$ cat src/core/kpi_pkg.sv
// Package of constants and types for the key pin interrupt block.
package kpi_pkg;

  // ==========================================================================
  // Widths
  localparam int KEY_W = 8;
  localparam int IDX_W = 14;

  // ==========================================================================
  // Register indexes; the byte address is four times the index.
  localparam logic [IDX_W-1:0] IDX_STATUS_CONTROL = 14'h003C;
  localparam logic [IDX_W-1:0] IDX_PIN_ENABLE = 14'h307C;
  localparam logic [IDX_W-1:0] IDX_POLARITY_SELECT = 14'h307D;
  localparam logic [IDX_W-1:0] IDX_EVENT_STATUS = 14'h3080;
  localparam logic [IDX_W-1:0] IDX_EVENT_MASK = 14'h3081;

  // ==========================================================================
  // Status and control field positions.
  localparam int SC_MODE_BIT = 0;
  localparam int SC_IRQ_ENABLE_BIT = 1;
  localparam int SC_ACK_BIT = 2;
  localparam int SC_FLAG_BIT = 3;

  // Event status and mask field positions.
  localparam int EV_KEY_BIT = 0;
  localparam int EV_REFUSED_BIT = 1;
  localparam int EV_W = 2;

  // ==========================================================================
  // Reset values.
  localparam logic [KEY_W-1:0] RST_KEY_REG = 8'h00;
  localparam logic [EV_W-1:0] RST_EV_REG = 2'h0;
  localparam logic [31:0] RST_RDATA = 32'h0000_0000;

  // ==========================================================================
  // AHB-Lite encodings.
  localparam logic [1:0] HTRANS_NONSEQ = 2'h2;
  localparam logic [1:0] HTRANS_SEQ = 2'h3;

  typedef enum logic [2:0] {
    KPI_SEL_NONE,
    KPI_SEL_SC,
    KPI_SEL_PE,
    KPI_SEL_ES,
    KPI_SEL_EVS,
    KPI_SEL_EVM
  } kpi_sel_t;

  typedef struct packed {
    logic [KEY_W-1:0] sync1;
    logic [KEY_W-1:0] sync2;
    logic [KEY_W-1:0] prev;
    logic [KEY_W-1:0] pin_enable_bits;
    logic [KEY_W-1:0] pin_polarity_select;
    logic level_detect_mode;
    logic key_irq_enable;
    logic key_event_flag;
    logic armed;
    logic [EV_W-1:0] ev_status;
    logic [EV_W-1:0] ev_mask;
    logic dp_write;
    kpi_sel_t dp_sel;
    logic [31:0] hrdata;
  } kpi_state_t;

endpackage : kpi_pkg

$ cat src/core/kpi_top.sv
// Key pin interrupt block with its AHB-Lite register slave.
//
// Added by the designer: the AHB-Lite register port.
`timescale 1ns/1ns
module kpi_top #(
  parameter int ADDR_W = 16
) (
  input wire logic hclk,
  input wire logic hresetn,
  input wire logic hsel,
  input wire logic [ADDR_W-1:0] haddr,
  input wire logic [1:0] htrans,
  input wire logic hwrite,
  input wire logic [2:0] hsize,
  input wire logic [31:0] hwdata,
  input wire logic hready,
  output logic hreadyout,
  output logic hresp,
  output logic [31:0] hrdata,
  input wire logic [kpi_pkg::KEY_W-1:0] key_input_pins,
  input wire logic stop_mode,
  output logic irq,
  output logic wake_req
);

  // ==========================================================================
  // State
  kpi_pkg::kpi_state_t st_reg;
  kpi_pkg::kpi_state_t st_next;

  logic [kpi_pkg::KEY_W-1:0] asserted_now;
  logic [kpi_pkg::KEY_W-1:0] asserted_prev;
  logic [kpi_pkg::KEY_W-1:0] edge_hit;
  logic [kpi_pkg::KEY_W-1:0] raw_asserted;
  logic any_asserted;
  logic detect;
  logic addr_valid;
  logic [kpi_pkg::IDX_W-1:0] idx;
  kpi_pkg::kpi_sel_t sel;
  logic ack_write;
  logic [7:0] wbyte;
  logic [7:0] sc_read;

  // ==========================================================================
  // Detection
  always_comb begin
    asserted_now = st_reg.pin_enable_bits &
      ~(st_reg.sync2 ^ st_reg.pin_polarity_select);
    asserted_prev = st_reg.pin_enable_bits &
      ~(st_reg.prev ^ st_reg.pin_polarity_select);
    edge_hit = asserted_now & ~asserted_prev;
    any_asserted = |asserted_now;
    detect = (st_reg.armed && (|edge_hit)) ||
      (st_reg.level_detect_mode && any_asserted);
  end

  // unclocked stop-mode wake path
  // Apart from sync1, the raw pins feed only this wake term, since the bus clock may be
  // stopped; it is never used to change any register.
  assign raw_asserted = st_reg.pin_enable_bits &
    ~(key_input_pins ^ st_reg.pin_polarity_select);

  // ==========================================================================
  // Address decode
  always_comb begin
    idx = haddr[ADDR_W-1:2];
    addr_valid = hsel && hready &&
      (htrans == kpi_pkg::HTRANS_NONSEQ || htrans == kpi_pkg::HTRANS_SEQ);
    if (!addr_valid) begin
      sel = kpi_pkg::KPI_SEL_NONE;
    end else if (idx == kpi_pkg::IDX_STATUS_CONTROL) begin
      sel = kpi_pkg::KPI_SEL_SC;
    end else if (idx == kpi_pkg::IDX_PIN_ENABLE) begin
      sel = kpi_pkg::KPI_SEL_PE;
    end else if (idx == kpi_pkg::IDX_POLARITY_SELECT) begin
      sel = kpi_pkg::KPI_SEL_ES;
    end else if (idx == kpi_pkg::IDX_EVENT_STATUS) begin
      sel = kpi_pkg::KPI_SEL_EVS;
    end else if (idx == kpi_pkg::IDX_EVENT_MASK) begin
      sel = kpi_pkg::KPI_SEL_EVM;
    end else begin
      sel = kpi_pkg::KPI_SEL_NONE;
    end
  end

  // ==========================================================================
  // Next state
  always_comb begin
    st_next = st_reg;
    wbyte = hwdata[7:0];
    ack_write = 1'b0;
    sc_read = 8'h00;

    // Two flops on every pin before the detection logic looks at it.
    st_next.sync1 = key_input_pins;
    st_next.sync2 = st_reg.sync1;
    st_next.prev = st_reg.sync2;

    if (detect) begin
      st_next.armed = 1'b0;
    end else if (!any_asserted) begin
      st_next.armed = 1'b1;
    end

    // Register writes land in the data phase.
    if (st_reg.dp_write) begin
      unique case (st_reg.dp_sel)
        kpi_pkg::KPI_SEL_SC: begin
          st_next.level_detect_mode = wbyte[kpi_pkg::SC_MODE_BIT];
          st_next.key_irq_enable = wbyte[kpi_pkg::SC_IRQ_ENABLE_BIT];
          ack_write = wbyte[kpi_pkg::SC_ACK_BIT];
        end
        kpi_pkg::KPI_SEL_PE: st_next.pin_enable_bits = wbyte;
        kpi_pkg::KPI_SEL_ES: st_next.pin_polarity_select = wbyte;
        kpi_pkg::KPI_SEL_EVS: begin
          st_next.ev_status = st_reg.ev_status & ~wbyte[kpi_pkg::EV_W-1:0];
        end
        kpi_pkg::KPI_SEL_EVM: st_next.ev_mask = wbyte[kpi_pkg::EV_W-1:0];
        kpi_pkg::KPI_SEL_NONE: ;
      endcase
    end

    if (ack_write && !any_asserted) begin
      st_next.key_event_flag = 1'b0;
    end
    // detection sets the flag
    // A detection in the same cycle as the acknowledge wins.
    if (detect) begin
      st_next.key_event_flag = 1'b1;
    end

    // Sticky events; a set in the clearing cycle also wins.
    if (detect) begin
      st_next.ev_status[kpi_pkg::EV_KEY_BIT] = 1'b1;
    end
    if (ack_write && any_asserted) begin
      st_next.ev_status[kpi_pkg::EV_REFUSED_BIT] = 1'b1;
    end

    // Address phase capture.
    st_next.dp_write = hwrite && (sel != kpi_pkg::KPI_SEL_NONE);
    st_next.dp_sel = sel;

    // Read data is taken from the next state so a write just before a
    // read of the same register is already visible.
    // upper and ack read zero
    sc_read[kpi_pkg::SC_FLAG_BIT] = st_next.key_event_flag;
    sc_read[kpi_pkg::SC_IRQ_ENABLE_BIT] = st_next.key_irq_enable;
    sc_read[kpi_pkg::SC_MODE_BIT] = st_next.level_detect_mode;
    st_next.hrdata = kpi_pkg::RST_RDATA;
    if (!hwrite) begin
      unique case (sel)
        kpi_pkg::KPI_SEL_SC: st_next.hrdata = {24'h000000, sc_read};
        kpi_pkg::KPI_SEL_PE: begin
          st_next.hrdata = {24'h000000, st_next.pin_enable_bits};
        end
        kpi_pkg::KPI_SEL_ES: begin
          st_next.hrdata = {24'h000000, st_next.pin_polarity_select};
        end
        kpi_pkg::KPI_SEL_EVS: begin
          st_next.hrdata = {30'h00000000, st_next.ev_status};
        end
        kpi_pkg::KPI_SEL_EVM: begin
          st_next.hrdata = {30'h00000000, st_next.ev_mask};
        end
        kpi_pkg::KPI_SEL_NONE: ;
      endcase
    end
  end

  // ==========================================================================
  // Registers
  // everything resets to zero
  always_ff @(posedge hclk or negedge hresetn) begin
    if (!hresetn) begin
      st_reg.sync1 <= kpi_pkg::RST_KEY_REG;
      st_reg.sync2 <= kpi_pkg::RST_KEY_REG;
      st_reg.prev <= kpi_pkg::RST_KEY_REG;
      st_reg.pin_enable_bits <= kpi_pkg::RST_KEY_REG;
      st_reg.pin_polarity_select <= kpi_pkg::RST_KEY_REG;
      st_reg.level_detect_mode <= 1'b0;
      st_reg.key_irq_enable <= 1'b0;
      st_reg.key_event_flag <= 1'b0;
      st_reg.armed <= 1'b0;
      st_reg.ev_status <= kpi_pkg::RST_EV_REG;
      st_reg.ev_mask <= kpi_pkg::RST_EV_REG;
      st_reg.dp_write <= 1'b0;
      st_reg.dp_sel <= kpi_pkg::KPI_SEL_NONE;
      st_reg.hrdata <= kpi_pkg::RST_RDATA;
    end else begin
      st_reg <= st_next;
    end
  end

  // ==========================================================================
  // Outputs
  // Zero wait states; every access, mapped or not, ends OKAY.
  assign hreadyout = 1'b1;
  assign hresp = 1'b0;
  assign hrdata = st_reg.hrdata;

  assign irq = (st_reg.key_event_flag && st_reg.key_irq_enable) ||
    (|(st_reg.ev_status & st_reg.ev_mask));

  assign wake_req = irq ||
    (stop_mode && st_reg.key_irq_enable && (|raw_asserted));

endmodule : kpi_top

$ cat config.mk
export PLATFORM = sky130hd
export DESIGN_NAME = kpi_top
export DESIGN_NICKNAME = d
export VERILOG_FILES = /design/src/core/kpi_pkg.sv /design/src/core/kpi_top.sv
export SDC_FILE = /design/constraint.sdc
export NUM_CORES = 1
export LEC_CHECK = 0
export BUFFER_PORTS_ARGS = -buffer_cell sky130_fd_sc_hd__buf_4
export CAP_MARGIN = 25
export CORE_UTILIZATION = 35
export CTS_CLUSTER_SIZE = 30
export DETAILED_ROUTE_END_ITERATION = 7
export PLACE_DENSITY_LB_ADDON = 0.05
export SYNTH_ARGS = -nofsm -noshare
export SYNTH_HDL_FRONTEND = slang
export SYNTH_SLANG_ARGS = --single-unit
$ cat constraint.sdc
create_clock -name hclk -period 2.4 [get_ports hclk]
set_input_delay 0.36 -clock hclk [delete_from_list [all_inputs] [get_ports hclk]]
set_output_delay 0.36 -clock hclk [all_outputs]
set_load 0.01 [all_outputs]
# ---- After elaboration in Yosys (flattened, before gate mapping)
# Cells that the tools add are included.
dict set report totals {
  ff_bits 84
  latch_bits 0
  mem_bits_rw 0
  mem_bits_ro 0
  out_inout_bits 36
  word_cells 89
  n_memories 0
}
dict set report classes {
  add_sub_neg 0
  multipliers 0
  div 0
  n_lt_le_gt_ge 0
  n_eq_ne 18
  n_shift 0
  muxes 23
  n_bitwise 14
  n_reduce_logical 20
}
# op count
set op_table {}
lappend op_table {{equality test 14 bit, second input constant} 4}
lappend op_table {{one-hot mux 8 bit (5 select lines)} 1}
lappend op_table {{AND 8 bit} 4}
lappend op_table {{NOT 8 bit} 4}
lappend op_table {{two-way mux 8 bit} 3}
lappend op_table {{OR reduction 8 bit} 3}
lappend op_table {{bitwise XOR 8 bit} 3}
lappend op_table {{two-way mux 18 bit} 1}
lappend op_table {{two-way mux 3 bit} 6}
lappend op_table {{equality test 14 x 6 -> 1 bit, second input constant} 1}
lappend op_table {{equality test 3 x 2 -> 1 bit, second input constant} 4}
lappend op_table {{equality test 3 bit, second input constant} 4}
lappend op_table {{logical AND 1 bit} 10}
lappend op_table {{two-way mux 1 bit} 8}
lappend op_table {{equality test 3 x 1 -> 1 bit, second input constant} 2}
lappend op_table {{two-way mux 2 bit} 3}
lappend op_table {{AND 2 bit} 2}
lappend op_table {{equality test 2 bit, second input constant} 2}
lappend op_table {{logical OR 1 bit} 4}
lappend op_table {{two-way mux 4 bit} 1}
lappend op_table {{nonzero test 3 bit} 1}
lappend op_table {{inequality test 2 x 1 -> 1 bit, second input constant} 1}
lappend op_table {{NOT 2 bit} 1}
lappend op_table {{OR reduction 2 bit} 1}
lappend op_table {{logical NOT 1 bit} 1}

# ---- Longest topological paths before layout
# Gate-level depths: netlist of run 1.
dict set report depth {
  word_depth 11
  ltp_mapped 7
  depth_no_buf 6
}

# ---- Least setup slack after synthesis of run 1
# Ideal clock, no wire load.
dict set report synth_path {
  path_kind {input to register}
  startpoint {input haddr[11]}
  endpoint {register, netlist name hrdata[0]}
  setup_ns 0.074
  t_arrival_ns 1.661
  setup_slack_ns 0.665
  cell_stages 6
  cell_sequence {nor4_2 -> or3b_4 -> nor2_8 -> a222oi_1 -> a211o_1 -> o21ai_2}
}
# item line
set synth_rtl {}
lappend synth_rtl {{from (decl)} kpi_top.sv:11} ;# input wire logic [ADDR_W-1:0] haddr,

# ---- Worst setup path after layout of run 1
dict set report layout_path {
  startpoint {register st_reg[51] in the netlist's numbering}
  endpoint {output wake_req}
}
dict set report layout_between {
  elab_chain_cells 6
}
# item line
set layout_lines {}
lappend layout_lines {{from (decl)} kpi_top.sv:28} ;# kpi_pkg::kpi_state_t st_reg;
lappend layout_lines {{from (signal assigned)} kpi_top.sv:191} ;# st_reg <= st_next;
lappend layout_lines {{bitwise XOR 8 bit} kpi_top.sv:61} ;# ~(key_input_pins ^ st_reg.pin_polarity_select);
lappend layout_lines {{NOT 8 bit} kpi_top.sv:61}
lappend layout_lines {{AND 8 bit} kpi_top.sv:60} ;# assign raw_asserted = st_reg.pin_enable_bits &
lappend layout_lines {{OR reduction 8 bit} kpi_top.sv:206} ;# (stop_mode && st_reg.key_irq_enable && (|raw_asserted));
lappend layout_lines {{logical AND 1 bit} kpi_top.sv:206}
lappend layout_lines {{logical OR 1 bit} kpi_top.sv:205} ;# assign wake_req = irq ||
lappend layout_lines {{to (decl)} kpi_top.sv:23} ;# output logic wake_req
# No other way between the ends.

==> results of run 1 <==
path summary, 6_finish.rpt:
kind	endpoint	slack, ps	cells past startpoint
max in group asynchronous	hrdata[7]$_DFF_PN0_	1810	1
setup / recovery	wake_req	310	5
setup reg to reg	hrdata[1]$_DFF_PN0_	470	5
hold reg to reg	st_next[66]$_DFF_PN0_	350	0
min in group hclk	st_next[69]$_DFF_PN0_	130	1
hold / removal	st_next[66]$_DFF_PN0_	90	1
final cells by class:
cell class	instances	area (um^2)
Fill cell	784	4410
Tap cell	102	128
Multi-Input combinational cell	168	1210
Clock buffer	9	124
Clock inverter	7	101
Sequential cell	60	1500
Inverter	3	11.3
Timing Repair Buffer	49	368
cells by family after synthesis:
| logic type | count (synthesis) | synth area share |
|---|---|---|
| buffers and inverters | 39 | 0.0963 |
| DFF | 60 | 0.518 |
| xor gates and xnor gates | 16 | 0.0484 |
| muxes | 26 | 0.0980 |
| AOI/OAI and AO/OA | 38 | 0.101 |
| and+or+nand+nor | 62 | 0.135 |
| other | 2 | 0.00259 |
synthesized netlist by cell type (2+ instances only):
master / n
sky130_fd_sc_hd__o22ai_1: 4
sky130_fd_sc_hd__inv_1: 3
sky130_fd_sc_hd__nand3b_1: 4
sky130_fd_sc_hd__nand3_1: 4
sky130_fd_sc_hd__dfrtp_1: 60
sky130_fd_sc_hd__nor4_1: 2
sky130_fd_sc_hd__mux2_2: 9
sky130_fd_sc_hd__nand4b_1: 3
sky130_fd_sc_hd__a31o_1: 2
sky130_fd_sc_hd__nand2_1: 18
sky130_fd_sc_hd__buf_4: 35
sky130_fd_sc_hd__a21oi_1: 2
sky130_fd_sc_hd__a21o_1: 2
sky130_fd_sc_hd__nand2b_1: 8
sky130_fd_sc_hd__xnor2_1: 16
sky130_fd_sc_hd__and4b_1: 2
sky130_fd_sc_hd__a22oi_1: 12
sky130_fd_sc_hd__nor2_1: 9
sky130_fd_sc_hd__nor4bb_1: 2
sky130_fd_sc_hd__o21ai_0: 4
sky130_fd_sc_hd__conb_1: 2
sky130_fd_sc_hd__mux2i_1: 7
sky130_fd_sc_hd__mux2_1: 10
routing by layer:
metal	wire [um]	global-route usage
met3	372	0.0545
met2	2890	0.246
met4	55	0.0346
met1	2780	0.206
met5	0	0
power groups by stage:
stage	Clock (mW)	Combinational (mW)	Sequential (mW)
finish	1.02	0.151	1.06
detailed placement	0	0.154	1.08
floorplan	0	0.0999	1.08
CTS	1.05	0.155	1.06
global route	1.10	0.171	1.07
global placement	0	0.154	1.08
stage by stage:
step / power, mW / hold WS [ps] / setup WS [ps] / instances / instance area [um^2]
after CTS: 2.27 / 107 / 260 / 398 / 3440
final: 2.24 / 88.0 / 306 / 398 / 3440
after detailed placement: 1.24 / 335 / 186 / 382 / 3220
after global placement: 1.24 / 331 / 219 / 382 / 3220
after global routing: 2.34 / 105 / 193 / 398 / 3440
after floorplan: 1.18 / 64.4 / 665 / 267 / 2990
critical path, cell delays in order (launching register included):
cell and delay (ps):
sky130_fd_sc_hd__dfrtp_1 450, sky130_fd_sc_hd__xnor2_1 170, sky130_fd_sc_hd__a22oi_1 260, sky130_fd_sc_hd__nand4_1 130, sky130_fd_sc_hd__a31o_1 250, sky130_fd_sc_hd__buf_4 140
==> summary.md, run 1 <==
| Metric | Value |
|---|---|
| Status | `finished, final reports clean` |
| Register share of total power | `0.476` |
| Synth Register Bits | `60` |
| Effective utilization at floorplan | `0.369` |
| Routed wire length | `6100 um` |
| Leading cell type in the layout, fill and taps excluded | `sky130_fd_sc_hd__dfrtp_1` |
| Count of antenna diodes in the layout | `0` |
| Period utilisation layout | `0.873` |
| Worst Setup Path Type | `reg2out` |
| Leakage power | `between 1.5 and 2 nW` |
| Worst R2R Start | `st_reg[34]$_DFF_PN0_` |
| Total clock sinks | `60` |
| Number of hold-repair buffers added at the cts stage | `0` |
| Antenna violations before repair | `0` |
| Cells after Synth | `roughly 240` |
| Fraction of registers with async set/reset | `1.00` |
| Largest area contributor in the synthesized netlist | `sky130_fd_sc_hd__dfrtp_1` |
| Area growth from synthesis to layout | `18.7%` |
| Maximum vdd ir drop | `0.000300 V` |
| Main flop type after synthesis | `sky130_fd_sc_hd__dfrtp_1` |
| Worst EP required | `~2000 ps` |
| Setup violations, final | `0` |
| Aggregate negative setup slack | `0 ps` |
| Fraction of final layout cells sized beyond drive strength 1 | `0.284` |
| Maximum fanout count along the critical path | `5` |
| Clock insertion delay at the later pin of the skew report | `340 ps` |
| Total half-perimeter wirelength after legalization and detailed placement | `around 4500 um` |
| Internal power | `1.70 mW` |
| Number of iterations in the first detailed-routing pass | `4` |
| Number of warnings issued by yosys | `0` |
| Clock tree skew after final layout | `11.5 ps` |
| Worst-path clk slew | `~70 ps` |
| CTS tree | `yes` |
| Die area | `0.00865 mm^2` |
| Post-synthesis area per instance | `about 12 um^2` |
| Max_slew headroom | `0.494` |
| Antenna Violating Nets Remaining | `0` |
| Post-route core utilization | `0.438` |
| Number of synthesized flops with an enable pin | `0` |
| Number of nets in the finished design | `358` |
| Y dimension of the die | `roughly 93 um` |
| Proportion of synthesized chip area in sequential cells | `0.518` |
| # Post-CTS Setup Buffers | `0` |
| Area share of the largest cell type after synthesis | `0.518` |
| Overall Global Routing Usage | `0.156` |
| Total count of max-transition violations in the final report | `0` |
| Critical Path AT | `1730 ps` |
| Commonest cells after routing, fill and taps aside | `60 x sky130_fd_sc_hd__dfrtp_1, 49 x sky130_fd_sc_hd__buf_4, 26 x sky130_fd_sc_hd__conb_1` |
| Maximum number of pins on one net before global-route repair | `61` |
| Core area | `approximately 0.0078 mm^2` |
| # IOs | `103` |
| Combinational power share | `0.068` |
| Hold Vio Cnt, Final | `0` |
| Sw Pwr | `535 uW` |
| Maximum root-to-sink buffer count | `2` |
| Max cap viols | `0` |
| Cell Area, Synth | `0.00290 mm^2` |
| Total global routing overflow | `0` |
| Drt wl/cell | `15.3 um` |
| Global-route wire length before repair | `9960 um` |
| GP Congestion | `0.742` |
| Num CTS Buffers | `9` |
| Worst setup path startpoint | `st_reg[51]$_DFF_PN0_` |
| Biggest area contributors in the synthesized netlist | `sky130_fd_sc_hd__dfrtp_1 52%, sky130_fd_sc_hd__buf_4 9.1%, sky130_fd_sc_hd__xnor2_1 4.8%` |
| Count of port buffers added during placement | `46` |
| Worst hold-check path type | `in2async` |
| Tmin final | `2090 ps` |
| Setup repair after global routing missed its margin | `no` |
| Vias in the first global route | `1924` |
| Number of instances resized during post-cts repair | `0` |
| Number of distinct library cells after synthesis | `46` |
| Library cell used as clock root buffer | `sky130_fd_sc_hd__clkbuf_8` |
| FMAX | `between 0.4 and 0.5 GHz` |
| Crit path launch type | `flop` |
| Initial DRC Count | `78` |
| Worst Max-Slew Pin Slew | `759 ps` |
| PD cells | `650 mW/mm^2` |
| Depth of the CTS H-tree | `3` |
| Site Rows | `32` |
| Number of flip-flops under the largest register name | `36` |
| Clock power frac | `0.456` |
| Count of unresolved DRC violations after routing | `0` |
| Type of element capturing the critical path | `output pin` |
| Horizontal extent of the die | `about 93 um` |
| Total via count in the routed design | `1906` |
| Vias per std cell | `4.79` |
| Switching fraction of total power | `0.239` |
No activity file was read; power rests on OpenSTA's default activity.
==> run 2, diff against run 1 <==
--- a/config.mk
+++ b/config.mk
@@ -7,10 +7,13 @@
 export LEC_CHECK = 0
 export BUFFER_PORTS_ARGS = -buffer_cell sky130_fd_sc_hd__buf_4
 export CAP_MARGIN = 25
+export CORE_ASPECT_RATIO = 0.75
 export CORE_UTILIZATION = 35
 export CTS_CLUSTER_SIZE = 30
 export DETAILED_ROUTE_END_ITERATION = 7
+export GPL_TIMING_DRIVEN = 0
 export PLACE_DENSITY_LB_ADDON = 0.05
+export SLEW_MARGIN = 20
 export SYNTH_ARGS = -nofsm -noshare
 export SYNTH_HDL_FRONTEND = slang
 export SYNTH_SLANG_ARGS = --single-unit
==> summary.md, run 2 (synthesis results as in run 1) <==
| Metric | Value |
|---|---|
| Status | `finished, final reports clean` |
| Site Rows | `28` |
| Setup violations, final | `0` |
| Post-route non-filler standard cell count | `434` |
| Maximum root-to-sink buffer count | `2` |
| Worst Setup Path Type | `reg2reg` |
| Vias in the first global route | `1930` |
| FMAX | `about 0.47 GHz` |
| Core area | `0.00795 mm^2` |
| Number of hold-repair buffers added at the cts stage | `0` |
| Max_slew headroom | `0.481` |
| Max cap viols | `0` |
| Crit path launch type | `flop` |
| Fraction of final layout cells sized beyond drive strength 1 | `0.347` |
| Vias per std cell | `4.61` |
| Aggregate negative setup slack | `0 ps` |
| Area growth from synthesis to layout | `25.8%` |
| Total clock sinks | `60` |
| Count of port buffers added during placement | `46` |
| Count of unresolved DRC violations after routing | `0` |
| Drt wl/cell | `14.7 um` |
| Family with the most delay on the worst path | `simple AND/OR/NAND/NOR gates` |
| Total count of max-transition violations in the final report | `0` |
| Type of element capturing the critical path | `flop` |
| Placed cells | `418` |
| Effective utilization at floorplan | `0.364` |
| Antenna Violating Nets Remaining | `0` |
| Worst EP required | `2620 ps` |
| Register area | `0.00150 mm^2` |
| Commonest cells after routing, fill and taps aside | `81 x sky130_fd_sc_hd__buf_4, 60 x sky130_fd_sc_hd__dfrtp_1, 26 x sky130_fd_sc_hd__conb_1` |
| Worst hold-check path type | `in2async` |
| # IOs | `103` |
| Global-route wire length before repair | `~10000 um` |
| Total via count in the routed design | `2000` |
| Total half-perimeter wirelength after legalization and detailed placement | `4630 um` |
| Number of buffer and inverter instances along the worst setup path | `0` |
| Tmin final | `2110 ps` |
| Horizontal extent of the die | `107 um` |
| Maximum vdd ir drop | `0.000379 V` |
| Maximum fanout count along the critical path | `8` |
| Antenna violations before repair | `0` |
| # Post-CTS Setup Buffers | `0` |
| GP Congestion | `0.752` |
| Delay contributed by the slowest stage of the critical path | `630 ps` |
| Period utilisation layout | `0.879` |
| Critical Path AT | `2330 ps` |
| Routed wire length | `6390 um` |
| Crit-path cells | `nand4b_1 > mux2_2 > a221oi_1 > a2111oi_2` |
| Initial DRC Count | `60` |
| Filler instances | `760` |
| Worst-path cell with the longest stage delay | `sky130_fd_sc_hd__nand4b_1` |
| Maximum number of pins on one net before global-route repair | `61` |
| Clock insertion delay at the later pin of the skew report | `350 ps` |
| End of the worst register-to-register path | `hrdata[1]$_DFF_PN0_` |
| Worst R2R Start | `st_reg[34]$_DFF_PN0_` |
| Overall Global Routing Usage | `0.164` |
| Depth of the CTS H-tree | `3` |
| Clock tree skew after final layout | `roughly 9.2 ps` |
| Library cell used as clock root buffer | `sky130_fd_sc_hd__clkbuf_8` |
| Number of iterations in the first detailed-routing pass | `4` |
| Number of flip-flops under the largest register name | `36` |
| Num CTS Buffers | `9` |
| Setup repair after global routing missed its margin | `no` |
| Die area | `0.00865 mm^2` |
| Count of antenna diodes in the layout | `0` |
| Setup slack, reg-to-reg | `290 ps` |
| Leading cell type in the layout, fill and taps excluded | `sky130_fd_sc_hd__buf_4` |
| Hold Vio Cnt, Final | `0` |
| PD cells | `572 mW/mm^2` |
| Total global routing overflow | `0` |
| Number of cells traversed by the worst register-to-register path | `4` |
| Worst-path clk slew | `70 ps` |
| Number of instances resized during post-cts repair | `0` |
| Leakage power | `1.72 nW` |
| Area of combinational cells with multiple inputs | `0.00121 mm^2` |
| Y dimension of the die | `80.8 um` |
| Number of nets in the finished design | `391` |
| CTS tree | `yes` |
| Worst Max-Slew Pin Slew | `around 780 ps` |
run 2: cell count changes in the layout (fill, tap and decap cells not counted), moves of 2 or more:
cell and delta:
sky130_fd_sc_hd__buf_4 +32, sky130_fd_sc_hd__bufinv_16 -2, sky130_fd_sc_hd__clkbuf_1 +3, sky130_fd_sc_hd__clkbuf_8 +3, sky130_fd_sc_hd__clkinv_4 -3, sky130_fd_sc_hd__clkinvlp_4 -2
run 2: worst max path at each step:
stage                     slack (ps)  cells past startpoint                  end            startpoint
after CTS                        250                      5             wake_req  st_reg[51]$_DFF_PN0_
after detailed placement         260                      4  hrdata[1]$_DFF_PN0_  st_reg[34]$_DFF_PN0_
after global placement           240                      4  hrdata[1]$_DFF_PN0_  st_reg[34]$_DFF_PN0_
after floorplan                  660                      6  hrdata[0]$_DFF_PN0_             haddr[11]
after global routing             150                      4  hrdata[1]$_DFF_PN0_  st_reg[34]$_DFF_PN0_
final                            290                      4  hrdata[1]$_DFF_PN0_  st_reg[34]$_DFF_PN0_
run 2: layer usage:
layer  vias up  GRT usage  wire length [um]
met5         -          0                 0
met4         0     0.0575                88
met3         8     0.0610               375
met2        56      0.216              2640
met1       962      0.242              3280
li1        974          -                 -
run 2: area by class of cell:
cell class,count,share of cell area
Tap cell,105,0.0360
Inverter,3,0.00309
Clock buffer,15,0.0484
Sequential cell,60,0.412
Multi-Input combinational cell,168,0.331
Timing Repair Buffer,46,0.0947
Clock inverter,1,0.00137
Buffer,36,0.0734
run 2: stage by stage:
step | utilization | power (mW) | worst slack, ps | cell area, um^2 | hold WS (ps)
2_1_floorplan | - | 1.18 | 665 | 2990 | 64.4
3_3_place_gp | 0.436 | 1.27 | 235 | 3460 | 333
3_5_place_dp | 0.436 | 1.27 | 264 | 3460 | 335
4_1_cts | 0.458 | 2.12 | 252 | 3650 | 119
5_1_grt | 0.458 | 2.19 | 152 | 3650 | 114
6_report | 0.458 | 2.09 | 289 | 3650 | 83.0
run 2: report_power, final:
group          switching, mW  total (mW)  internal, mW
sequential            0.0255        1.07          1.04
combinational         0.0857       0.186         0.100
clock                  0.376       0.835         0.459
